File: src/shared/adcseq_regs.vh
// Purpose: register map and timing constants of the conversion sequencer
// Assumes: word-aligned Avalon-MM byte addresses, 8-bit registers in low bits
// Notes: offsets are local choices
`ifndef ADCSEQ_REGS_VH
`define ADCSEQ_REGS_VH
`define ADCSEQ_ADDR_W 4
`define ADCSEQ_OFF_RESULT_HIGH 4'h0
`define ADCSEQ_OFF_RESULT_LOW 4'h4
`define ADCSEQ_OFF_CHANNEL_START 4'h8
`define ADCSEQ_OFF_REF_PIN 4'hC
// timing/format register sits at 0x10; only its index bit differs
`define ADCSEQ_IDX_TIMING_FORMAT 3'h4
`define ADCSEQ_BIT_ENABLE 0
`define ADCSEQ_BIT_START 1
`define ADCSEQ_CHAN_LSB 2
`define ADCSEQ_BIT_JUSTIFY 7
`define ADCSEQ_ACQ_LSB 3
`define ADCSEQ_REF_NEG_BIT 5
`define ADCSEQ_REF_POS_BIT 4
`define ADCSEQ_PCFG_ANALOG 4'h0
`define ADCSEQ_PCFG_DIGITAL 4'h7
`define ADCSEQ_TRIG_MODE 4'hB
`define ADCSEQ_RESTART_CYC 2
`define ADCSEQ_TCY_DIV 4
`define ADCSEQ_RC_DIV 8
`define ADCSEQ_RES_BITS 12
`endif

File: src/rtl/adcseq_core.v
// Purpose: control logic of a successive-approximation converter
// Assumes: one 50 MHz clock; comparator input from analog sample-and-hold
// Notes: registers reached over Avalon-MM with one wait cycle
// Notes: writes land at the edge where waitrequest is sampled low
// Notes: result pair is cleared by the power-on reset only
// Notes on behaviour
// - reset clears control, stops any conversion
// - done loads result, clears start, sets flag
// - result pair survives the ordinary reset, not power-on
// - nonzero acquisition setting runs acquisition first
// - setting 010 gives four bit periods acquisition
// - setting 000 delays start one instruction cycle
// - clearing start aborts, result kept unchanged
// - two instruction cycles then auto acquire
// - one result bit per conversion bit period
// - discharge holding array before every sample
// - reference select: supply rails or external pins
// - acquisition counts bit periods, scaled by clock
// - analog-configured pins read zero
// - strap chooses port b reset pin config
// - mode 1011 trigger starts and clears timer
// - disabled converter ignores trigger, timer cleared
`include "adcseq_regs.vh"
module adcseq_core #(
  parameter RES_BITS = `ADCSEQ_RES_BITS,
  parameter NPINS = 13
) (
  input wire core_clk,
  input wire rst_b,
  input wire por_b,
  input wire [`ADCSEQ_ADDR_W+1:0] avs_address,
  input wire avs_read,
  input wire avs_write,
  input wire [31:0] avs_writedata,
  output reg [31:0] avs_readdata,
  output reg avs_waitrequest,
  input wire portb_analog_reset_config,
  input wire [3:0] second_capture_compare_mode,
  input wire special_event_trigger,
  input wire [NPINS-1:0] pin_digital_in,
  input wire comparator_high,
  output reg [NPINS-1:0] port_read_value,
  output reg timer_counter_clear,
  output reg conversion_complete_flag,
  output reg sample_switch_closed,
  output reg holding_discharge,
  output reg [RES_BITS-1:0] dac_code,
  output reg [3:0] channel_select,
  output reg negative_reference_select,
  output reg positive_reference_select,
  output reg [3:0] analog_pin_config
);
  localparam ST_IDLE = 6'b000001;
  localparam ST_DELAY = 6'b000010;
  localparam ST_DISCH = 6'b000100;
  localparam ST_ACQ = 6'b001000;
  localparam ST_CONV = 6'b010000;
  localparam ST_WAIT = 6'b100000;
  localparam [4:0] RESTART_STEPS = `ADCSEQ_RESTART_CYC;
  localparam [7:0] RC_DIV = `ADCSEQ_RC_DIV;
  localparam [7:0] TCY_LAST = `ADCSEQ_TCY_DIV - 1;
  localparam [RES_BITS-1:0] SAR_FIRST = {1'b1, {(RES_BITS - 1){1'b0}}};

  // acquisition length in bit periods per setting
  function [4:0] acq_periods;
    input [2:0] sel;
    begin
      case (sel)
        3'h0: acq_periods = 5'h00;
        3'h1: acq_periods = 5'h02;
        3'h2: acq_periods = 5'h04;
        3'h3: acq_periods = 5'h06;
        3'h4: acq_periods = 5'h08;
        3'h5: acq_periods = 5'h0C;
        3'h6: acq_periods = 5'h10;
        default: acq_periods = 5'h14;
      endcase
    end
  endfunction

  // divider from core clock cycles to one bit period
  function [7:0] tad_div;
    input [2:0] sel;
    begin
      case (sel[1:0])
        2'h0: tad_div = 8'h02;
        2'h1: tad_div = 8'h08;
        2'h2: tad_div = 8'h20;
        default: tad_div = RC_DIV;
      endcase
      if (sel[2] && sel[1:0] != 2'h3) begin
        tad_div = {tad_div[6:0], 1'b0};
      end
    end
  endfunction

  // is pin i analog under the pin-config field (lower pins first)
  function pin_analog;
    input [3:0] cfg;
    input integer idx;
    begin
      pin_analog = (idx < (15 - cfg)) && (cfg != 4'hF);
    end
  endfunction

  // next trial word: keep or drop the bit under test, then try the next lower one
  function [RES_BITS-1:0] sar_next;
    input [RES_BITS-1:0] cur;
    input [RES_BITS-1:0] trial;
    input keep;
    reg [RES_BITS-1:0] low;
    begin
      low = trial & ~(trial - {{(RES_BITS - 1){1'b0}}, 1'b1});
      sar_next = cur ^ ({RES_BITS{~keep}} & low) ^ (low >> 1);
    end
  endfunction

  // write strobe for one register index
  function reg_write;
    input [2:0] target;
    input hit;
    input [2:0] index;
    begin
      reg_write = hit & (index == target);
    end
  endfunction

  reg [7:0] res_hi_q;
  reg [7:0] res_lo_q;
  reg enable_q;
  reg start_q;
  reg justify_q;
  reg [2:0] acq_sel_q;
  reg [2:0] clk_sel_q;
  reg [5:0] state_q;
  reg [7:0] tcy_cnt_q;
  reg [7:0] tad_cnt_q;
  reg [4:0] step_q;
  reg [RES_BITS-1:0] sar_q;
  reg tad_tick;
  reg tcy_tick;
  reg [7:0] rd_byte;
  reg [15:0] result_word;
  integer i;

  // first edge of a request: read data loads here so it stands at the answer edge
  wire req_first = (avs_read | avs_write) & avs_waitrequest;
  wire rd_first = req_first & avs_read;
  // a transfer completes at the edge where waitrequest is low
  wire acc = (avs_read | avs_write) & ~avs_waitrequest;
  wire wr_any = acc & avs_write;
  wire [2:0] idx = avs_address[4:2];
  wire wr_ctl = wr_any & ({idx, 2'b00} == {1'b0, `ADCSEQ_OFF_CHANNEL_START});
  wire wr_res_hi = reg_write(3'h0, wr_any, idx);
  wire wr_res_lo = reg_write(3'h1, wr_any, idx);
  wire wr_ref = reg_write(3'h3, wr_any, idx);
  wire wr_timing = reg_write(`ADCSEQ_IDX_TIMING_FORMAT, wr_any, idx);
  wire wr_flag = reg_write(3'h7, wr_any, idx);
  wire conv_done = (state_q == ST_CONV) & tad_tick & (step_q == 5'h00);
  wire sw_go = wr_ctl & avs_writedata[`ADCSEQ_BIT_START];
  wire sw_clear = wr_ctl & ~avs_writedata[`ADCSEQ_BIT_START];
  // trigger honoured only in mode 1011 with converter on
  wire trig_mode = (second_capture_compare_mode == `ADCSEQ_TRIG_MODE);
  wire trig_go = trig_mode & special_event_trigger & enable_q;
  wire busy = (state_q != ST_IDLE) && (state_q != ST_WAIT);
  wire start_req = (sw_go & enable_q) | trig_go;
  wire [4:0] acq_len = acq_periods(acq_sel_q);

  always @* begin
    tcy_tick = (tcy_cnt_q == TCY_LAST);
    tad_tick = (tad_cnt_q == tad_div(clk_sel_q) - 8'h01);
    result_word = justify_q ? {{(16 - RES_BITS){1'b0}}, sar_q}
                            : {sar_q, {(16 - RES_BITS){1'b0}}};
    case (idx)
      3'h0: rd_byte = res_hi_q;
      3'h1: rd_byte = res_lo_q;
      3'h2: rd_byte = {2'b00, channel_select, start_q, enable_q};
      3'h3: rd_byte = {2'b00, negative_reference_select, positive_reference_select,
                       analog_pin_config};
      `ADCSEQ_IDX_TIMING_FORMAT: rd_byte = {justify_q, 1'b0, acq_sel_q, clk_sel_q};
      default: rd_byte = 8'h00;
    endcase
  end

  // bus slave: one wait cycle, unmapped reads zero, writes ignored
  always @(posedge core_clk) begin
    if (!rst_b) begin
      avs_waitrequest <= 1'b1;
      avs_readdata <= 32'h0000_0000;
    end else begin
      avs_waitrequest <= ~req_first;
      if (rd_first) begin
        avs_readdata <= {24'h00_0000, rd_byte};
      end
    end
  end

  // result pair has only a power-on clear, not the ordinary reset
  always @(posedge core_clk) begin
    if (!por_b) begin
      res_hi_q <= 8'h00;
      res_lo_q <= 8'h00;
    end else if (conv_done && start_q && !sw_clear) begin
      // an abort in the completing cycle must not land a result
      res_hi_q <= result_word[15:8];
      res_lo_q <= result_word[7:0];
    end else if (wr_res_hi) begin
      res_hi_q <= avs_writedata[7:0];
    end else if (wr_res_lo) begin
      res_lo_q <= avs_writedata[7:0];
    end
  end

  always @(posedge core_clk) begin
    if (!rst_b) begin
      // strap chooses reset pin config at each edge while reset is held
      enable_q <= 1'b0;
      start_q <= 1'b0;
      justify_q <= 1'b0;
      acq_sel_q <= 3'h0;
      clk_sel_q <= 3'h0;
      channel_select <= 4'h0;
      negative_reference_select <= 1'b0;
      positive_reference_select <= 1'b0;
      analog_pin_config <= portb_analog_reset_config ? `ADCSEQ_PCFG_ANALOG
                                                      : `ADCSEQ_PCFG_DIGITAL;
      state_q <= ST_IDLE;
      tcy_cnt_q <= 8'h00;
      tad_cnt_q <= 8'h00;
      step_q <= 5'h00;
      sar_q <= {RES_BITS{1'b0}};
      conversion_complete_flag <= 1'b0;
      timer_counter_clear <= 1'b0;
      sample_switch_closed <= 1'b0;
      holding_discharge <= 1'b0;
      dac_code <= {RES_BITS{1'b0}};
      port_read_value <= {NPINS{1'b0}};
    end else begin
      timer_counter_clear <= trig_mode & special_event_trigger;
      for (i = 0; i < NPINS; i = i + 1) begin
        port_read_value[i] <= pin_analog(analog_pin_config, i) ? 1'b0
                                                               : pin_digital_in[i];
      end
      tcy_cnt_q <= tcy_tick ? 8'h00 : tcy_cnt_q + 8'h01;
      tad_cnt_q <= (tad_tick || state_q == ST_IDLE) ? 8'h00 : tad_cnt_q + 8'h01;
      if (wr_ctl) begin
        enable_q <= avs_writedata[`ADCSEQ_BIT_ENABLE];
        channel_select <= avs_writedata[`ADCSEQ_CHAN_LSB+3:`ADCSEQ_CHAN_LSB];
      end

      if (wr_ref) begin
        negative_reference_select <= avs_writedata[`ADCSEQ_REF_NEG_BIT];
        positive_reference_select <= avs_writedata[`ADCSEQ_REF_POS_BIT];
        analog_pin_config <= avs_writedata[3:0];
      end

      if (wr_timing) begin
        justify_q <= avs_writedata[`ADCSEQ_BIT_JUSTIFY];
        acq_sel_q <= avs_writedata[`ADCSEQ_ACQ_LSB+2:`ADCSEQ_ACQ_LSB];
        clk_sel_q <= avs_writedata[2:0];
      end

      if (wr_flag) begin
        conversion_complete_flag <= avs_writedata[0];
      end
      // start needs the converter on before this write
      if (start_req) begin
        start_q <= 1'b1;
      end else if (sw_clear) begin
        start_q <= 1'b0;
      end

      case (state_q)
        ST_IDLE: begin
          // empty the holding array for one cycle before each idle sample
          if (enable_q && !sample_switch_closed && !holding_discharge) begin
            holding_discharge <= 1'b1;
          end else if (holding_discharge) begin
            holding_discharge <= 1'b0;
            sample_switch_closed <= enable_q;
          end
          if (start_req) begin
            holding_discharge <= 1'b0;
            state_q <= (acq_sel_q == 3'h0) ? ST_DELAY : ST_DISCH;
            step_q <= acq_len;
          end
        end
        ST_DELAY: begin
          if (tcy_tick) begin
            state_q <= ST_CONV;
            sample_switch_closed <= 1'b0;
            sar_q <= SAR_FIRST;
            dac_code <= SAR_FIRST;
            step_q <= RES_BITS[4:0];
          end
        end
        ST_DISCH: begin
          holding_discharge <= 1'b1;
          sample_switch_closed <= 1'b0;
          if (tad_tick) begin
            holding_discharge <= 1'b0;
            sample_switch_closed <= 1'b1;
            state_q <= ST_ACQ;
          end
        end
        ST_ACQ: begin
          if (tad_tick) begin
            if (step_q == 5'h01) begin
              state_q <= ST_CONV;
              sample_switch_closed <= 1'b0;
              sar_q <= SAR_FIRST;
              dac_code <= SAR_FIRST;
              step_q <= RES_BITS[4:0];
            end else begin
              step_q <= step_q - 5'h01;
            end
          end
        end
        ST_CONV: begin
          if (sw_clear) begin
            state_q <= ST_WAIT;
            step_q <= RESTART_STEPS;
          end else if (tad_tick) begin
            if (step_q == 5'h00) begin
              start_q <= 1'b0;
              conversion_complete_flag <= 1'b1;
              state_q <= ST_WAIT;
              step_q <= RESTART_STEPS;
            end else begin
              // one bit decided per bit period
              sar_q <= sar_next(sar_q, dac_code, comparator_high);
              dac_code <= sar_next(sar_q, dac_code, comparator_high);
              step_q <= step_q - 5'h01;
            end
          end
        end
        ST_WAIT: begin
          // switch stays open; idle discharges before it samples again
          if (tcy_tick) begin
            if (step_q == 5'h01) begin
              state_q <= ST_IDLE;
            end else begin
              step_q <= step_q - 5'h01;
            end
          end
        end
        default: state_q <= ST_IDLE;
      endcase

      // abort also covers delay, discharge and acquisition phases
      if (sw_clear && busy) begin
        state_q <= ST_WAIT;
        step_q <= RESTART_STEPS;
        holding_discharge <= 1'b0;
        sample_switch_closed <= 1'b0;
      end

      if (!enable_q) begin
        sample_switch_closed <= 1'b0;
      end
    end
  end
endmodule // adcseq_core

File: config.mk
export PLATFORM = sky130hd
export DESIGN_NAME = adcseq_core
export DESIGN_NICKNAME = d
export VERILOG_FILES = /design/src/rtl/adcseq_core.v
export VERILOG_INCLUDE_DIRS = /design/src /design/src/shared
export SDC_FILE = /design/constraint.sdc
export NUM_CORES = 1
export LEC_CHECK = 0
export ABC_CLOCK_PERIOD_IN_PS = 2160
export BUFFER_PORTS_ARGS = -buffer_cell sky130_fd_sc_hd__buf_2
export CAP_MARGIN = 20
export CELL_PAD_IN_SITES_DETAIL_PLACEMENT = 1
export CELL_PAD_IN_SITES_GLOBAL_PLACEMENT = 2
export CORE_ASPECT_RATIO = 1.1
export CORE_MARGIN = 2
export CORE_UTILIZATION = 28
export DETAILED_ROUTE_END_ITERATION = 12
export GPL_ROUTABILITY_DRIVEN = 0
export HOLD_SLACK_MARGIN = 0.05
export PLACE_DENSITY_LB_ADDON = 0.1
export SLEW_MARGIN = 20
export SYNTH_ARGS = -nofsm -noshare
export SYNTH_HDL_FRONTEND = slang
export SYNTH_SLANG_ARGS = --single-unit
File: constraint.sdc
create_clock -name core_clk -period 2.16 [get_ports core_clk]
set_input_delay 0.216 -clock core_clk [delete_from_list [all_inputs] [get_ports core_clk]]
set_output_delay 0.216 -clock core_clk [all_outputs]
set_load 0.02 [all_outputs]
==> summary.md <==
| Metric | Value |
|---|---|
| Status | `complete, but fails checks` |
| Failing checks | `negative setup slack` |
| Max IR drop VDD | `397 uV` |
| CP max FO | `8` |
| Area leader, netlist | `dfxtp_1` |
| Post-Synthesis Cells | `640` |
| Site row count | `53` |
| Place WS | `-0.348 ns` |
| CP endpoint kind | `flip-flop` |
| Initial Util | `0.285` |
| Clk_lat worst skew | `0.36 ns` |
| First-pass GRT wire length | `29,800 microns` |
| Cts bufs inserted | `9` |
| Max Slew Vio Count | `0` |
| Routed len/inst | `18.5 microns` |
| Hold/Removal Path Class | `input port to flip-flop` |
| I/O pins | `135` |
| Main synth FF type | `dfxtp_1` |
| Worst-path clk slew | `0.08 ns` |
| GRT Util Overall | `0.188` |
| Port Buffers | `83` |
| Synth top area share | `0.354` |
| Die width | `137 microns` |
| TritonCTS clock tree | `built` |
| Clock Skews | `0.0103 ns` |
| Critical path class | `flip-flop to flip-flop` |
| Pre-Repair DR Iteration Count | `4` |
| Clk buf depth | `2` |
| Antenna Violating Nets Remaining | `0` |
| Critical Path Slowest Stage Cell | `a2111o_1` |
| Max cap viols | `0` |
| Leakage Power | `0.00311 uW` |
| Iteration-0 DRC Markers | `339` |
| Vias | `5,290` |
| Via density | `5.09` |
| Slew headroom | `0.524` |
| Cell variety after synth | `74` |
| Worst-margin pin slew | `0.714 ns` |
| Clk root buf | `clkbuf_16` |
| # setup viols final | `31` |
| CP peak stage delay | `0.52 ns` |
| Ys async rst share | `0` |
| Avg Cell Area, Syn | `8.47 sq um` |
| Die Area | `0.0205 sq mm` |
| Placeable Area | `0.0190 sq mm` |
| Placed Area | `0.00650 sq mm` |
| Final hold vios | `0` |
| Sequential area share after synthesis | `0.377` |
| CTS H-tree depth | `3` |
| Die height | `150 microns` |
| Power Density | `745 mW/mm^2` |
| YS warnings | `0` |
| Syn-to-layout area delta | `33.9%` |
| Commonest cells after routing, fill and taps aside | `dfxtp_1, buf_2, buf_4` |
| CP Data Arrival Time | `2.62 ns` |
| Crit-path cells | `nand2b_4, xnor2_2, a2111o_1, a21oi_4, nand4_4, buf_6, or3b_4, a21boi_2` |
| Critical path's top delay family | `compound AO/OA/AOI/OAI gates` |
| CP Buf/Inv Count | `1` |
| Unrepaired setup endpoints after global routing | `yes` |
| CTS Sinks | `100` |
| Seq cells post-synth | `100` |
| Max frequency | `431 MHz` |
| Pin count of the biggest net entering global routing | `35` |
| Grt ovf | `0` |
| WL final | `19,200 microns` |
| Layout cells sized above 1 | `0.336` |
| Critical path required time | `2.46 ns` |
| Synthesized area | `0.00542 sq mm` |
| Layout Nets | `854` |
| DRC viols | `0` |
| Startpoint Class | `flip-flop` |
| Vias in the first global route | `5,413` |
| N_diodes | `0` |
| HPWL after DPL | `14,300 microns` |
| Fin crit share | `1.07` |
| Post-route cell area | `0.00726 sq mm` |
| Most common cell after layout, fill and taps aside | `dfxtp_1` |
| Fin worst setup slack | `-0.159 ns` |
| Top cells by area, synth | `dfxtp_1, mux2i_1, nor2_1` |
| Post-synth EDFFs | `4` |
| Initial antenna violation count | `0` |
| Final min period | `2.32 ns` |
-- final timing paths --
check                                       start                  to  slack, ns  cells past startpoint
worst max-delay path                 clk_sel_q[1]         res_hi_q[7]      -0.16                      8
worst min-delay path            pin_digital_in[1]  port_read_value[1]       0.08                      2
worst max register to register       clk_sel_q[1]         res_hi_q[7]      -0.16                      8
worst min register to register       tcy_cnt_q[0]        tcy_cnt_q[0]       0.46                      1
-- layer usage --
metal  up-vias  part of all wire  track usage
li1       2565                 -            -
met2        82              0.51        0.325
met4         0             0.017       0.0625
met5         -                 0            0
met1      2625              0.45        0.241
met3        18             0.027       0.0244
-- per-stage QoR --
stage / util / hold slack (ns) / std cells / power [uW] / setup TNS [ns]
2_1_floorplan: - / 0.332 / 663 / 2940 / -2.62
3_3_place_gp: 0.341 / 0.421 / 1010 / 3450 / -3.17
3_5_place_dp: 0.341 / 0.430 / 1010 / 3470 / -8.73
4_1_cts: 0.369 / 0.0659 / 1031 / 5310 / -2.44
5_1_grt: 0.381 / 0.0705 / 1039 / 5700 / -5.96
6_report: 0.381 / 0.0809 / 1039 / 5410 / -2.60
-- report_power, final --
part	internal [uW]	total (uW)	switching [uW]	leakage [uW]
Combinational	739	1670	934	0.00215
Sequential	1940	2030	92.5	0.000820
Clock	911	1700	793	0.000144
-- layout make-up --
type | instances | area (sq um)
clock buffer | 10 | 229
clock inverter | 6 | 68.8
fill | 2250 | 11800
inverter | 17 | 63.8
multi-input combinational | 488 | 3400
sequential | 100 | 2060
tap | 247 | 309
timing repair buffer | 171 | 1130
-- state kept, by name, indices dropped and copies added (netlist names), 3 cells and up --
| register | count |
|---|---|
| state_q | 6 |
| clk_sel_q | 3 |
| channel_select | 4 |
| port_read_value | 13 |
| tcy_cnt_q | 8 |
| tad_cnt_q | 8 |
| res_lo_q | 8 |
| res_hi_q | 8 |
| sar_q | 12 |
| avs_readdata | 8 |
| analog_pin_config | 4 |
| step_q | 5 |
| acq_sel_q | 3 |
-- synth_stat cells, types with 3 or more instances --
master / instances
nor4_1: 5
nand2_1: 58
mux2_2: 14
nor2_1: 61
and3_1: 14
a311oi_1: 4
mux2i_1: 23
buf_2: 3
a31oi_1: 6
o21ai_0: 20
o21bai_1: 3
nor3_1: 13
o31ai_1: 3
a21boi_1: 4
xor2_1: 11
xnor2_1: 6
a22oi_1: 18
nor3b_1: 4
a21oi_1: 42
or3b_2: 4
a211oi_1: 4
o22ai_1: 8
or3_1: 5
nor2b_1: 6
nand2b_1: 5
o211ai_1: 11
edfxtp_1: 4
and2_1: 10
clkbuf_1: 28
ha_1: 4
nand3b_1: 8
nand3_1: 34
buf_4: 24
o211a_1: 11
dfxtp_1: 96
inv_1: 16
-- logic make-up (layout without fill, tap and decap cells) --
family | count (synthesis) | in the layout | share of synthesized area
AND/OR/NAND/NOR | 245 | 245 | 0.230
AO/OA/AOI/OAI | 160 | 160 | 0.210
flip-flops | 100 | 100 | 0.377
buffers and inverters | 75 | 204 | 0.0706
multiplexers | 38 | 38 | 0.0757
XOR/XNOR | 17 | 17 | 0.0275
adder cells (fa/ha/maj) | 4 | 4 | 0.00923
other | 1 | 24 | 0.000692
-- what timing repair did --
action | CTS | global route
gates cloned | 0 | 1
buffers inserted | 5 | 8
pin swaps | 22 | 22
endpoints found under the hold margin | 1 | 0
hold buffers | 1 | 0
setup endpoints to repair | 47 | 47
gates resized for setup | 43 | 38
-- worst register-to-register path: cells and delay by family (launching register included) --
kind | cells | cell delay, ns
AOI/OAI and AO/OA | 3 | 0.86
xor gates and xnor gates | 1 | 0.14
and+or+nand+nor | 3 | 0.72
buffers and inverters | 1 | 0.18
DFF | 1 | 0.37
Power figures use the tool's default switching activity.
